`config.mk`:
```
export PLATFORM = sky130hd
export DESIGN_NAME = spr_pin_router
export DESIGN_NICKNAME = d
export VERILOG_FILES = /design/src/rtl/spr_pkg.sv /design/src/rtl/spr_sync.sv /design/src/rtl/spr_pin_router.sv
export SDC_FILE = /design/constraint.sdc
export NUM_CORES = 1
export LEC_CHECK = 0
export ABC_AREA = 1
export ABC_CLOCK_PERIOD_IN_PS = 1300
export BUFFER_PORTS_ARGS = -buffer_cell sky130_fd_sc_hd__buf_4
export CORE_AREA = 2 2 124 126
export CTS_BUF_LIST = sky130_fd_sc_hd__clkbuf_4
export DETAILED_ROUTE_END_ITERATION = 8
export DIE_AREA = 0 0 126 128
export HOLD_SLACK_MARGIN = 0.06
export PLACE_DENSITY = 0.69
export SYNTH_ARGS = -nofsm -noshare
export SYNTH_HDL_FRONTEND = slang
export SYNTH_HIERARCHICAL = 1
export SYNTH_SLANG_ARGS = --single-unit
```
`constraint.sdc`:
```
create_clock -name sys_clk -period 1.3 [get_ports sys_clk]
set_input_delay 0.26 -clock sys_clk [delete_from_list [all_inputs] [get_ports sys_clk]]
set_output_delay 0.26 -clock sys_clk [all_outputs]
set_load 0.01 [all_outputs]
```
`src/rtl/spr_pkg.sv`:
```
/*
 * Shared definitions for the serial peripheral pin router: register offsets,
 * field positions, route codes, pin group shapes and the carrier structs.
 * Assumes a single peripheral clock domain and byte-wide registers.
 */
package spr_pkg;

    ////////////////////////////////////////////////////////////////////////////
    // Register bus shape and register map.

    // Width of the register address.
    localparam int SPR_ADDR_W = 8;
    // Width of the register data.
    localparam int SPR_DATA_W = 8;
    // Offset of the asynchronous serial route register.
    localparam logic [SPR_ADDR_W-1:0] OFS_ASYNC_ROUTE = 8'h02;
    // Offset of the two-wire and synchronous serial route register.
    localparam logic [SPR_ADDR_W-1:0] OFS_TWSS_ROUTE = 8'h03;
    // Reset value of both route registers: every peripheral on its default group.
    localparam logic [SPR_DATA_W-1:0] ROUTE_RESET = 8'h00;
    // Implemented bits of the two-wire and synchronous serial register.
    localparam logic [SPR_DATA_W-1:0] TWSS_MASK = 8'h33;

    ////////////////////////////////////////////////////////////////////////////
    // Field positions and route codes.

    // Width of every route field.
    localparam int FLD_W = 2;
    // Lowest bit of the two-wire route field.
    localparam int TWI_FLD_LSB = 4;
    // Lowest bit of the synchronous serial route field.
    localparam int SPI_FLD_LSB = 0;
    // Route codes shared by every field.
    localparam logic [1:0] CODE_DEFAULT = 2'h0;
    localparam logic [1:0] CODE_ALT_ONE = 2'h1;
    localparam logic [1:0] CODE_ALT_TWO = 2'h2;
    localparam logic [1:0] CODE_NONE = 2'h3;

    ////////////////////////////////////////////////////////////////////////////
    // Ports, peripherals and pin group shapes.

    // Number of pin ports handled and pins per port.
    localparam int N_PORT = 5;
    localparam int PORT_W = 8;
    // Port indices.
    localparam logic [2:0] PORT_A = 3'h0;
    localparam logic [2:0] PORT_B = 3'h1;
    localparam logic [2:0] PORT_C = 3'h2;
    localparam logic [2:0] PORT_E = 3'h3;
    localparam logic [2:0] PORT_F = 3'h4;
    // Peripheral indices: four asynchronous serial, synchronous serial, two-wire.
    localparam int N_SERIAL = 4;
    localparam int N_PERIPH = 6;
    localparam logic [2:0] PER_SPI = 3'h4;
    localparam logic [2:0] PER_TWI = 3'h5;
    // Placement slots: one per serial, one for the synchronous serial, two for two-wire.
    localparam int N_SLOT = 7;
    // Signals carried per peripheral.
    localparam int SIG_W = 4;
    // First pin of the low, two-wire and high groups.
    localparam logic [2:0] BASE_LO = 3'h0;
    localparam logic [2:0] BASE_TWI = 3'h2;
    localparam logic [2:0] BASE_HI = 3'h4;
    // Pin counts of the group shapes.
    localparam logic [2:0] CNT_FULL = 3'h4;
    localparam logic [2:0] CNT_TRIPLE = 3'h3;
    localparam logic [2:0] CNT_PAIR = 3'h2;
    // Signal offset of the two-wire client lines inside the two-wire link.
    localparam logic [1:0] OFF_HOST = 2'h0;
    localparam logic [1:0] OFF_CLIENT = 2'h2;

    // Output value and drive request of one peripheral, signal 0 first.
    typedef struct packed {
        logic [SIG_W-1:0] dout;
        logic [SIG_W-1:0] den;
    } spr_link_s;

    // Where one slot of a peripheral lands on the pins.
    typedef struct packed {
        logic en;
        logic [2:0] periph;
        logic [2:0] port;
        logic [2:0] base;
        logic [2:0] cnt;
        logic [1:0] off;
    } spr_place_s;

endpackage : spr_pkg

```
`src/rtl/spr_sync.sv`:
```
/*
 * Two-stage synchroniser for a bus of independent pin levels.
 * Assumes each bit is a slow level; bits are not coherent with each other.
 */
`timescale 1ns/100ps
module spr_sync #(
    parameter int W = 40
) (
    input wire logic sys_clk,
    input wire logic nrst,
    input wire logic [W-1:0] d,
    output logic [W-1:0] q
);

    // First stage, read only by the second stage.
    logic [W-1:0] meta;
    // Next values of both stages.
    logic [W-1:0] next_meta;
    logic [W-1:0] next_q;

    // Shift the pin levels one stage along; reset clears both stages.
    always_comb begin
        next_meta = nrst ? d : '0;
        next_q = nrst ? meta : '0;
    end

    // Register both stages.
    always_ff @(posedge sys_clk) begin
        meta <= next_meta;
        q <= next_q;
    end

endmodule : spr_sync

```
`src/rtl/spr_pin_router.sv`:
```
/*
 * Serial peripheral pin router: two byte registers pick which port pin group
 * each asynchronous serial, two-wire and synchronous serial peripheral uses.
 * Assumes peripheral links come from logic on sys_clk and pad inputs are raw
 * pin levels from outside that domain.
 */
// Decided for this implementation: the plain strobed port.
`timescale 1ns/100ps
// Notes on behaviour
// - Serial 2: F[3:0], F[6:4], or none.
// - Serial 1: C[3:0], C[7:4], or none.
// - Serial 0: A[3:0], A[7:4], or none.
// - Serial fields at bits 5:4, 3:2, 1:0.
// - Two-wire/sync register offset 0x03, resets zero.
// - Two-wire lines on A[3:2] or C[3:2].
// - Dual mode client on C[3:2] or F[3:2].
// - Sync serial: A[7:4], C[3:0], E[3:0], none.
// - Serial register offset 0x02, serial 3 bits 7:6.
module spr_pin_router (
    input wire logic sys_clk,
    input wire logic nrst,
    input wire logic [spr_pkg::SPR_ADDR_W-1:0] reg_addr,
    input wire logic [spr_pkg::SPR_DATA_W-1:0] reg_wdata,
    input wire logic reg_wr,
    input wire logic reg_rd,
    output logic [spr_pkg::SPR_DATA_W-1:0] reg_rdata,
    input wire spr_pkg::spr_link_s [spr_pkg::N_SERIAL-1:0] serial_link,
    input wire spr_pkg::spr_link_s sync_serial_link,
    input wire spr_pkg::spr_link_s twowire_link,
    input wire logic twowire_dual,
    output logic [spr_pkg::N_SERIAL-1:0][spr_pkg::SIG_W-1:0] serial_in,
    output logic [spr_pkg::SIG_W-1:0] sync_serial_in,
    output logic [spr_pkg::SIG_W-1:0] twowire_in,
    input wire logic [spr_pkg::N_PORT-1:0][spr_pkg::PORT_W-1:0] pad_in,
    output logic [spr_pkg::N_PORT-1:0][spr_pkg::PORT_W-1:0] pad_out,
    output logic [spr_pkg::N_PORT-1:0][spr_pkg::PORT_W-1:0] pad_oe_n
);
    import spr_pkg::*;

    ////////////////////////////////////////////////////////////////////////////
    // Register file.

    // Serial route register, one two-bit field per serial controller.
    logic [SPR_DATA_W-1:0] async_serial_route;
    // Two-wire and synchronous serial route register.
    logic [SPR_DATA_W-1:0] twowire_sync_serial_route;
    // Read data register; holds zero except after a read strobe.
    logic [SPR_DATA_W-1:0] rdata;
    logic [SPR_DATA_W-1:0] next_async;
    logic [SPR_DATA_W-1:0] next_twss;
    logic [SPR_DATA_W-1:0] next_rdata;
    // Decoded route fields.
    logic [N_SERIAL-1:0][FLD_W-1:0] serial_sel;
    logic [FLD_W-1:0] twowire_route_sel;
    logic [FLD_W-1:0] sync_serial_route_sel;

    // Fields sit side by side, serial 0 in the lowest bits.
    // field layout
    assign serial_sel = async_serial_route;
    assign twowire_route_sel = twowire_sync_serial_route[TWI_FLD_LSB +: FLD_W];
    assign sync_serial_route_sel = twowire_sync_serial_route[SPI_FLD_LSB +: FLD_W];

    // Decode writes and reads; unmapped addresses read zero and ignore writes.
    always_comb begin
        next_async = async_serial_route;
        next_twss = twowire_sync_serial_route;
        next_rdata = '0;
        if (!nrst) begin
            next_async = ROUTE_RESET;
            next_twss = ROUTE_RESET;
        end else if (reg_wr) begin
            if (reg_addr == OFS_ASYNC_ROUTE) begin
                next_async = reg_wdata;
            end
            if (reg_addr == OFS_TWSS_ROUTE) begin
                next_twss = reg_wdata & TWSS_MASK;
            end
        end else if (reg_rd) begin
            // Reserved bits of the two-wire register are never stored, so they read zero.
            case (reg_addr)
                OFS_ASYNC_ROUTE: begin
                    next_rdata = async_serial_route;
                end
                OFS_TWSS_ROUTE: begin
                    next_rdata = twowire_sync_serial_route;
                end
                default: begin
                    next_rdata = '0;
                end
            endcase
        end
    end

    // Register the route fields and the read answer.
    always_ff @(posedge sys_clk) begin
        async_serial_route <= next_async;
        twowire_sync_serial_route <= next_twss;
        rdata <= next_rdata;
    end

    assign reg_rdata = rdata;

    ////////////////////////////////////////////////////////////////////////////
    // Pin input synchronisation.

    // Pad levels after two flops; only these feed the routing.
    logic [N_PORT-1:0][PORT_W-1:0] pad_sync;

    // The pins are outside the clock domain, so each level passes two flops.
    spr_sync #(
        .W(N_PORT * PORT_W)
    ) u_pad_sync (
        .sys_clk(sys_clk),
        .nrst(nrst),
        .d(pad_in),
        .q(pad_sync)
    );

    ////////////////////////////////////////////////////////////////////////////
    // Placement decode.

    // Serial controller placement from its index and route code.
    function automatic spr_place_s serial_place(input logic [1:0] idx, input logic [1:0] code);
        spr_place_s p;
        p = '0;
        p.periph = {1'b0, idx};
        p.off = OFF_HOST;
        p.en = (code == CODE_DEFAULT) || (code == CODE_ALT_ONE);
        p.base = (code == CODE_ALT_ONE) ? BASE_HI : BASE_LO;
        p.cnt = CNT_FULL;
        case (idx)
            2'h0: begin
                p.port = PORT_A;
            end
            2'h1: begin
                p.port = PORT_C;
            end
            2'h2: begin
                p.port = PORT_F;
                p.cnt = (code == CODE_ALT_ONE) ? CNT_TRIPLE : CNT_FULL;
            end
            default: begin
                p.port = PORT_B;
                p.cnt = (code == CODE_ALT_ONE) ? CNT_PAIR : CNT_FULL;
            end
        endcase
        return p;
    endfunction : serial_place

    // Slots in rising priority; a later slot wins a pin claimed twice.
    spr_place_s [N_SLOT-1:0] place;

    // Build every slot from the route fields.
    always_comb begin
        place = '0;
        for (int i = 0; i < N_SERIAL; i++) begin
            place[N_SERIAL-1-i] = serial_place(2'(N_SERIAL-1-i), serial_sel[N_SERIAL-1-i]);
        end
        place[4].periph = PER_SPI;
        place[4].cnt = CNT_FULL;
        place[4].en = (sync_serial_route_sel != CODE_NONE);
        case (sync_serial_route_sel)
            CODE_DEFAULT: begin
                place[4].port = PORT_A;
                place[4].base = BASE_HI;
            end
            CODE_ALT_ONE: begin
                place[4].port = PORT_C;
                place[4].base = BASE_LO;
            end
            default: begin
                place[4].port = PORT_E;
                place[4].base = BASE_LO;
            end
        endcase
        place[5].periph = PER_TWI;
        place[5].off = OFF_CLIENT;
        place[5].cnt = CNT_PAIR;
        place[5].base = BASE_TWI;
        place[5].en = twowire_dual && (twowire_route_sel != CODE_NONE);
        place[5].port = (twowire_route_sel == CODE_DEFAULT) ? PORT_C : PORT_F;
        place[6].periph = PER_TWI;
        place[6].off = OFF_HOST;
        place[6].cnt = CNT_PAIR;
        place[6].base = BASE_TWI;
        place[6].en = (twowire_route_sel != CODE_NONE);
        place[6].port = (twowire_route_sel == CODE_ALT_TWO) ? PORT_C : PORT_A;
    end

    ////////////////////////////////////////////////////////////////////////////
    // Routing between peripherals and pins.

    // All peripheral links as one array, indexed by peripheral number.
    spr_link_s [N_PERIPH-1:0] link;
    assign link = {twowire_link, sync_serial_link, serial_link};

    // Registered pin drive and returned pin levels.
    logic [N_PORT-1:0][PORT_W-1:0] next_pad_out;
    logic [N_PORT-1:0][PORT_W-1:0] next_pad_oe_n;
    logic [N_PERIPH-1:0][SIG_W-1:0] back;
    logic [N_PERIPH-1:0][SIG_W-1:0] next_back;

    // Walk every slot and signal; pins nobody claims stay undriven.
    always_comb begin
        logic [2:0] pin;
        logic [1:0] sig;
        pin = '0;
        sig = '0;
        next_pad_out = '0;
        next_pad_oe_n = '1;
        next_back = '0;
        if (nrst) begin
            for (int s = 0; s < N_SLOT; s++) begin
                for (int k = 0; k < SIG_W; k++) begin
                    if (place[s].en && (3'(k) < place[s].cnt)) begin
                        pin = place[s].base + 3'(k);
                        sig = place[s].off + 2'(k);
                        next_pad_out[place[s].port][pin] = link[place[s].periph].dout[sig];
                        next_pad_oe_n[place[s].port][pin] = ~link[place[s].periph].den[sig];
                        next_back[place[s].periph][sig] = pad_sync[place[s].port][pin];
                    end
                end
            end
        end
    end

    // One flop stage so every output leaves from a register, glitch free.
    always_ff @(posedge sys_clk) begin
        pad_out <= next_pad_out;
        pad_oe_n <= next_pad_oe_n;
        back <= next_back;
    end

    assign serial_in = back[N_SERIAL-1:0];
    assign sync_serial_in = back[PER_SPI];
    assign twowire_in = back[PER_TWI];
endmodule : spr_pin_router

```
==> reports/metrics.yaml, run 1 <==
status:
  status: "finished with violations"
  failing_checks: "setup timing"
worst_setup_path:
  timing.rr.end: "pad_oe_n[2]"
  critPathArrivalTime_ps: 1070
  r2r_slack_ps: 100
  worst_path_largest_cell_delay_ps: 360
  worst-endpoint-required_ps: 1040
  start_kind: "flip-flop"
  critPathSlowestCell: "sky130_fd_sc_hd__dfxtp_2"
  critical_path_buf_inv_count: 1
  highest_net_fanout_along_the_worst_path: 4
  critPathTopFamily: "flip-flops"
  timing_worst_setup_path_type: "flip-flop to output port"
  endpoint_kind: "output port"
  r2r_start: "async_serial_route[1]"
  worst_r2r_path_depth: 6
  crit_path_cell_trace: "buf_4"
floorplan:
  core_area_um2: 14860
  fp-row-count: 45
  start_util_pct: 41.45
  top_level_ports: 221
  die_w_um: 126
  die_area_um2: 16130
  chipHeight_um: 128
cts:
  worst_skew_pair.late_latency_ps: 560
  worst_setup_hold_path_clk_slew_ps: 160
  numCtsBuffers: 17
  max-clock-path-buffers: 2
  clock_sinks: 187
  root_buffer: "sky130_fd_sc_hd__clkbuf_4"
  cts_tree: "built"
  cts-htree-levels: 4
grt:
  first_pass_grt_wire_length_um: 26410
  grt_max_degree: 30
  via_count_of_the_first_global_routing_pass: 5384
  antenna_found_initial: 2
  globalRoute.totalOverflow: 0
  grt_usage_pct: 20.95
placement:
  finalWeightedCongestion: 0.7803
  pre_cts_ws_ps: 41.88
  number_of_input_and_output_port_buffers_inserted: 213
  dpl.cell_count: 1119
  hpwlAfterDp_um: 11160
cells_and_area:
  areaGrowthSynthToFinish_pct: 59.52
  nNetsFinal: 1154
  final_cell_mix: "sky130_fd_sc_hd__nand2_1, sky130_fd_sc_hd__buf_4, sky130_fd_sc_hd__inv_1, sky130_fd_sc_hd__buf_6, sky130_fd_sc_hd__dfxtp_2"
  post_route_cells_drive_above_1_share_pct: 38.66
  instances_no_fill: 1248
  filler_cell_count: 1202
  most_common_cell_after_layout_fill_and_taps_aside: "sky130_fd_sc_hd__nand2_1"
min_path:
  whs_endpoint: "reg_rdata[7]"
  hold_class: "primary input to flip-flop"
  holdPathStages: 6
  hp-start: "reg_addr[2]"
power_and_ir_drop:
  leakagePower_nw: 4.897
  power_density_nw_per_um2: 1052
  worst_ir_drop_vdd_v: 0.0007474
drt:
  route.vias.total: 5533
  drt_pass1_iterations: 4
  post_drt_via_cell_ratio: 4.433
  drc: 0
  finalWirelength_um: 16780
  detail-route-antenna-nets: 0
  wire_per_inst_um: 13.45
  drt_first_iter_violations: 228
timing:
  post-route-period-util_pct: 102.1
  report.final.hold_viol_count: 0
  setup_viol: 4
  crit_path_setup_slack_layout_ps: -27.03
  timing.fmax_mhz: 753.6
  timing.final.crit_period_ps: 1327
  max_slew_violation_count: 0
  rsz0062_at_grt: "true"
  timing.hold.ws_ps: 167.3
  worst_clock_skew_ps: 15.27
  fin_tns_setup_ps: -104.7
job:
  maxCapViolations: 0
logic_synthesis:
  post_synth_instance_area_um2: 6161
  yosysWarningCount: 6
  synth.avg_cell_area_um2: 8.653
  syn-instance-count: 712
## timing repair
action / in CTS / in global routing
hold endpoints to repair: 119 / 0
setup endpoints to repair: 112 / 119
hold buffers: 93 / 0
pin swaps: 0 / 1
resized for setup: 167 / 50
setup buffers: 0 / 2
## through the flow
stage	total power, mW	util (%)	instance area, µm²
after floorplan	6.495	-	6195
after global placement	6.986	54.08	8039
after detailed placement	7.001	54.08	8039
after CTS	10.42	65.46	9731
after global routing	10.82	66.12	9828
final	10.34	66.12	9828
## routing by layer
layer	track usage [%]	wire, µm
met3	4.800	838
met4	8.856	410
met2	37.60	8616
met5	0	0
met1	23.98	6917
## sequential cells by signal (all words and copies together) (netlist names)
signal	count
async_serial_route	8
pad_oe_n	37
pad_out	40
reg_rdata	8
serial_in	16
sync_serial_in	4
twowire_in	4
twowire_sync_serial_route	4
u_pad_sync/meta	33
u_pad_sync/q	33
## how the worst max path moves through the flow
stage,start,endpoint,slack (ps),depth (start not counted)
floorplan,twowire_sync_serial_route[0],pad_oe_n[7],250,6
global placement,reg_addr[3],async_serial_route[0],60,8
detailed placement,reg_addr[7],async_serial_route[3],40,8
CTS,pad_oe_n[30],pad_oe_n[30],-90,1
global route,pad_oe_n[30],pad_oe_n[31],-120,1
finish,pad_oe_n[30],pad_oe_n[30],-30,1
## report_power, final
group | leakage [nW] | total, mW | switching, mW | internal (mW)
Clock | 0.150 | 3.12 | 2.09 | 1.02
Sequential | 1.56 | 6.04 | 0.0850 | 5.95
Combinational | 3.19 | 1.18 | 0.473 | 0.707
## final cells by class
class,count,area [µm²],share of cell area (%)
clock buffers,17,127.6,1.299
clock inverters,15,153.9,1.566
diodes,2,5.005,0.05092
flip-flops and latches,187,3877,39.45
repair buffers,336,3223,32.79
inverters,123,466.7,4.749
multi-input cells,380,1739,17.70
well taps,188,235.2,2.393
(Power assumes the default switching activity.)
==> run 2: changes to the inputs <==
--- a/config.mk
+++ b/config.mk
@@ -12,6 +12,7 @@
 export CTS_BUF_LIST = sky130_fd_sc_hd__clkbuf_4
 export DETAILED_ROUTE_END_ITERATION = 8
 export DIE_AREA = 0 0 126 128
+export GPL_TIMING_DRIVEN = 0
 export HOLD_SLACK_MARGIN = 0.06
 export PLACE_DENSITY = 0.69
 export SYNTH_ARGS = -nofsm -noshare
==> run 2 against run 1 <==
The flow still finishes with violations (setup timing). First-iteration DRC count up 24%. Sequential share of layout area down 1.5 points. Maximum frequency down 9.6%. Die area unchanged. Sequential power about the same. Largest power group unchanged. Highest routed layer unchanged.
==> reports/metrics.yaml, run 2 (synthesized netlist as in run 1, its figures left out) <==
timing:
  rsz0062_at_grt: "true"
  post-route-period-util_pct: 112.9  # +11 points
  crit_path_setup_slack_layout_ps: -167.2  # -140.2 ps
  timing.fmax_mhz: 681.6  # -9.6%
  worst_pin_slew_ps: 635.7
  timing.final.crit_period_ps: 1467  # +140.2 ps
  worst_clock_skew_ps: 22.51  # +7.236 ps
  report.final.hold_viol_count: 0  # unchanged
  timing.hold.ws_ps: 115.9  # -51.41 ps
  max_slew_violation_count: 0  # unchanged
  maxSlewHeadroom_pct: 57.62
  setup_viol: 27  # +23
grt:
  antenna_found_initial: 1  # -1
  via_count_of_the_first_global_routing_pass: 5646  # +4.9%
  first_pass_grt_wire_length_um: 28290  # +7.1%
  grt_max_degree: 17  # -43%
  grt_usage_pct: 22.67  # +1.7 points
  globalRoute.totalOverflow: 0  # unchanged
cts:
  max-clock-path-buffers: 2  # unchanged
  root_buffer: "sky130_fd_sc_hd__clkbuf_4"
  worst_setup_hold_path_clk_slew_ps: 160  # about the same
  cts_tree: "built"
  worst_skew_pair.late_latency_ps: 590  # +30 ps
  numCtsBuffers: 17  # unchanged
  cts-htree-levels: 4  # unchanged
  clock_sinks: 187  # unchanged
power_and_ir_drop:
  worst_ir_drop_vdd_v: 0.0006162  # -18%
  power_density_nw_per_um2: 1047  # -0.47%
  leakagePower_nw: 5.002  # +2.1%
  power.total_mw: 10.71  # +3.6%
placement:
  finalWeightedCongestion: 0.7926  # +1.6%
  number_of_input_and_output_port_buffers_inserted: 211  # -0.94%
  hpwlAfterDp_um: 11860  # +6.3%
cells_and_area:
  nNetsFinal: 1194  # +3.5%
  max_flop_register: "pad_out"
  final_cell_mix: "sky130_fd_sc_hd__nand2_1, sky130_fd_sc_hd__dlygate4sd3_1, sky130_fd_sc_hd__buf_6, sky130_fd_sc_hd__inv_1, sky130_fd_sc_hd__buf_4"
  largest_registers: "pad_out (40), pad_oe_n (37)"
  most_common_cell_after_layout_fill_and_taps_aside: "sky130_fd_sc_hd__nand2_1"
  flip_flop_count_of_the_largest_register_all_copies_and_words_added: 40  # unchanged
  post_route_cells_drive_above_1_share_pct: 37.52  # -1.1 points
  areaGrowthSynthToFinish_pct: 66.11
worst_setup_path:
  critPathTopFamily: "flip-flops"
  worst_r2r_path_depth: 7  # +1
  worst-endpoint-required_ps: 1040  # about the same
  timing_worst_setup_path_type: "flip-flop to output port"
  crit_path_cell_trace: "buf_6 -> buf_6"
  path_common_cell: "sky130_fd_sc_hd__buf_6"
  start_kind: "flip-flop"
  endpoint_kind: "output port"
  critPathSlowestCell: "sky130_fd_sc_hd__dfxtp_4"
  highest_net_fanout_along_the_worst_path: 4  # unchanged
  critical_path_buf_inv_count: 2  # +1
  r2r_start: "twowire_sync_serial_route[4]"
  critPathArrivalTime_ps: 1210  # +140 ps
  timing.rr.end: "pad_out[19]"
  r2r_slack_ps: 80  # -20 ps
  worst_path_largest_cell_delay_ps: 400  # +40 ps
drt:
  drt_pass1_iterations: 5  # +1
  detail-route-antenna-nets: 0  # unchanged
  drt_first_iter_violations: 283  # +24%
  wire_per_inst_um: 14.23  # +5.8%
  drc: 0  # unchanged
  finalWirelength_um: 18310  # +9.1%
  post_drt_via_cell_ratio: 4.413  # -0.47%
  route.vias.total: 5679  # +2.6%
min_path:
  holdPathStages: 3  # -3
  whs_endpoint: "pad_out[10]"
  hold_class: "primary input to flip-flop"
  hp-start: "nrst"
floorplan:
  fp-row-count: 45  # unchanged
  start_util_pct: 41.45  # unchanged
  chipHeight_um: 128  # unchanged
  die_area_um2: 16130  # unchanged
  top_level_ports: 221  # unchanged
  core_area_um2: 14860  # unchanged
  die_w_um: 126  # unchanged
status:
  status: "finished with violations"
  failing_checks: "setup timing"
job:
  maxCapViolations: 0  # unchanged
-- run 2: cell count changes in the layout (fill, tap and decap cells not counted), sizes merged --
cell,previous run,this run
buf,243,246
inv,131,126
diode,2,1
clkbuf,17,22
bufinv,1,3
clkinvlp,2,5
dlygate4sd3,93,127
clkinv,4,2
-- run 2: worst max path at each step --
stage	end	from	cells past startpoint	slack, ps
2_1_floorplan	pad_oe_n[7]	twowire_sync_serial_route[0]	6	250
3_3_place_gp	pad_oe_n[7]	async_serial_route[0]	5	-110
3_5_place_dp	pad_oe_n[7]	async_serial_route[0]	5	-120
4_1_cts	pad_oe_n[30]	pad_oe_n[30]	2	-180
5_1_grt	pad_oe_n[31]	pad_oe_n[30]	2	-220
6_report	pad_oe_n[29]	pad_oe_n[30]	2	-170
-- run 2: what timing repair did --
item                                   4_1_cts  5_1_grt
endpoints found under the hold margin      146        0
hold buffers                               127        0
cloned                                       0        0
resized for setup                          175       54
setup endpoints to repair                  119      123
pin swaps                                    1        1
buffers inserted                             2        5
-- run 2: stage by stage --
| step | setup slack (ps) | TNS, ps | util (%) | area (µm²) | std cells |
|---|---|---|---|---|---|
| 6_report | -167.2 | -744.8 | 68.85 | 10230 | 1287 |
| 5_1_grt | -224.1 | -6784 | 68.85 | 10230 | 1287 |
| 4_1_cts | -183.7 | -3622 | 68.05 | 10110 | 1281 |
| 3_5_place_dp | -118.7 | -229.6 | 53.91 | 8014 | 1120 |
| 3_3_place_gp | -110.1 | -155.2 | 53.91 | 8014 | 1120 |
| 2_1_floorplan | 248.2 | 0 | - | 6195 | 721 |
-- run 2: area by class of cell --
| class | instances | area [µm²] |
|---|---|---|
| Clock inverter | 13 | 166.4 |
| Multi-Input combinational cell | 380 | 1752 |
| Buffer | 31 | 264.0 |
| Timing Repair Buffer | 345 | 3324 |
| Tap cell | 188 | 235.2 |
| Clock buffer | 19 | 142.6 |
| Fill cell | 1123 | 4631 |
| Sequential cell | 187 | 3880 |
| Inverter | 123 | 466.7 |
| Antenna cell | 1 | 2.502 |
-- run 2: routing by layer --
metal,GRT usage (%),routed length [µm]
met5,0,0
met4,9.244,546
met3,6.511,1141
met2,40.96,9449
met1,25.06,7177
-- run 2: power breakdown --
group / switching [mW] / total, mW / internal [mW]
combinational: 0.511 / 1.29 / 0.783
sequential: 0.0875 / 6.04 / 5.95
clock: 1.99 / 3.38 / 1.39
total: 2.59 / 10.7 / 8.12
-- run 2: worst min-delay path, cell delays in order --
cell and delay, ps:
sky130_fd_sc_hd__buf_2 140, sky130_fd_sc_hd__nand2_1 220, sky130_fd_sc_hd__nor2_1 60
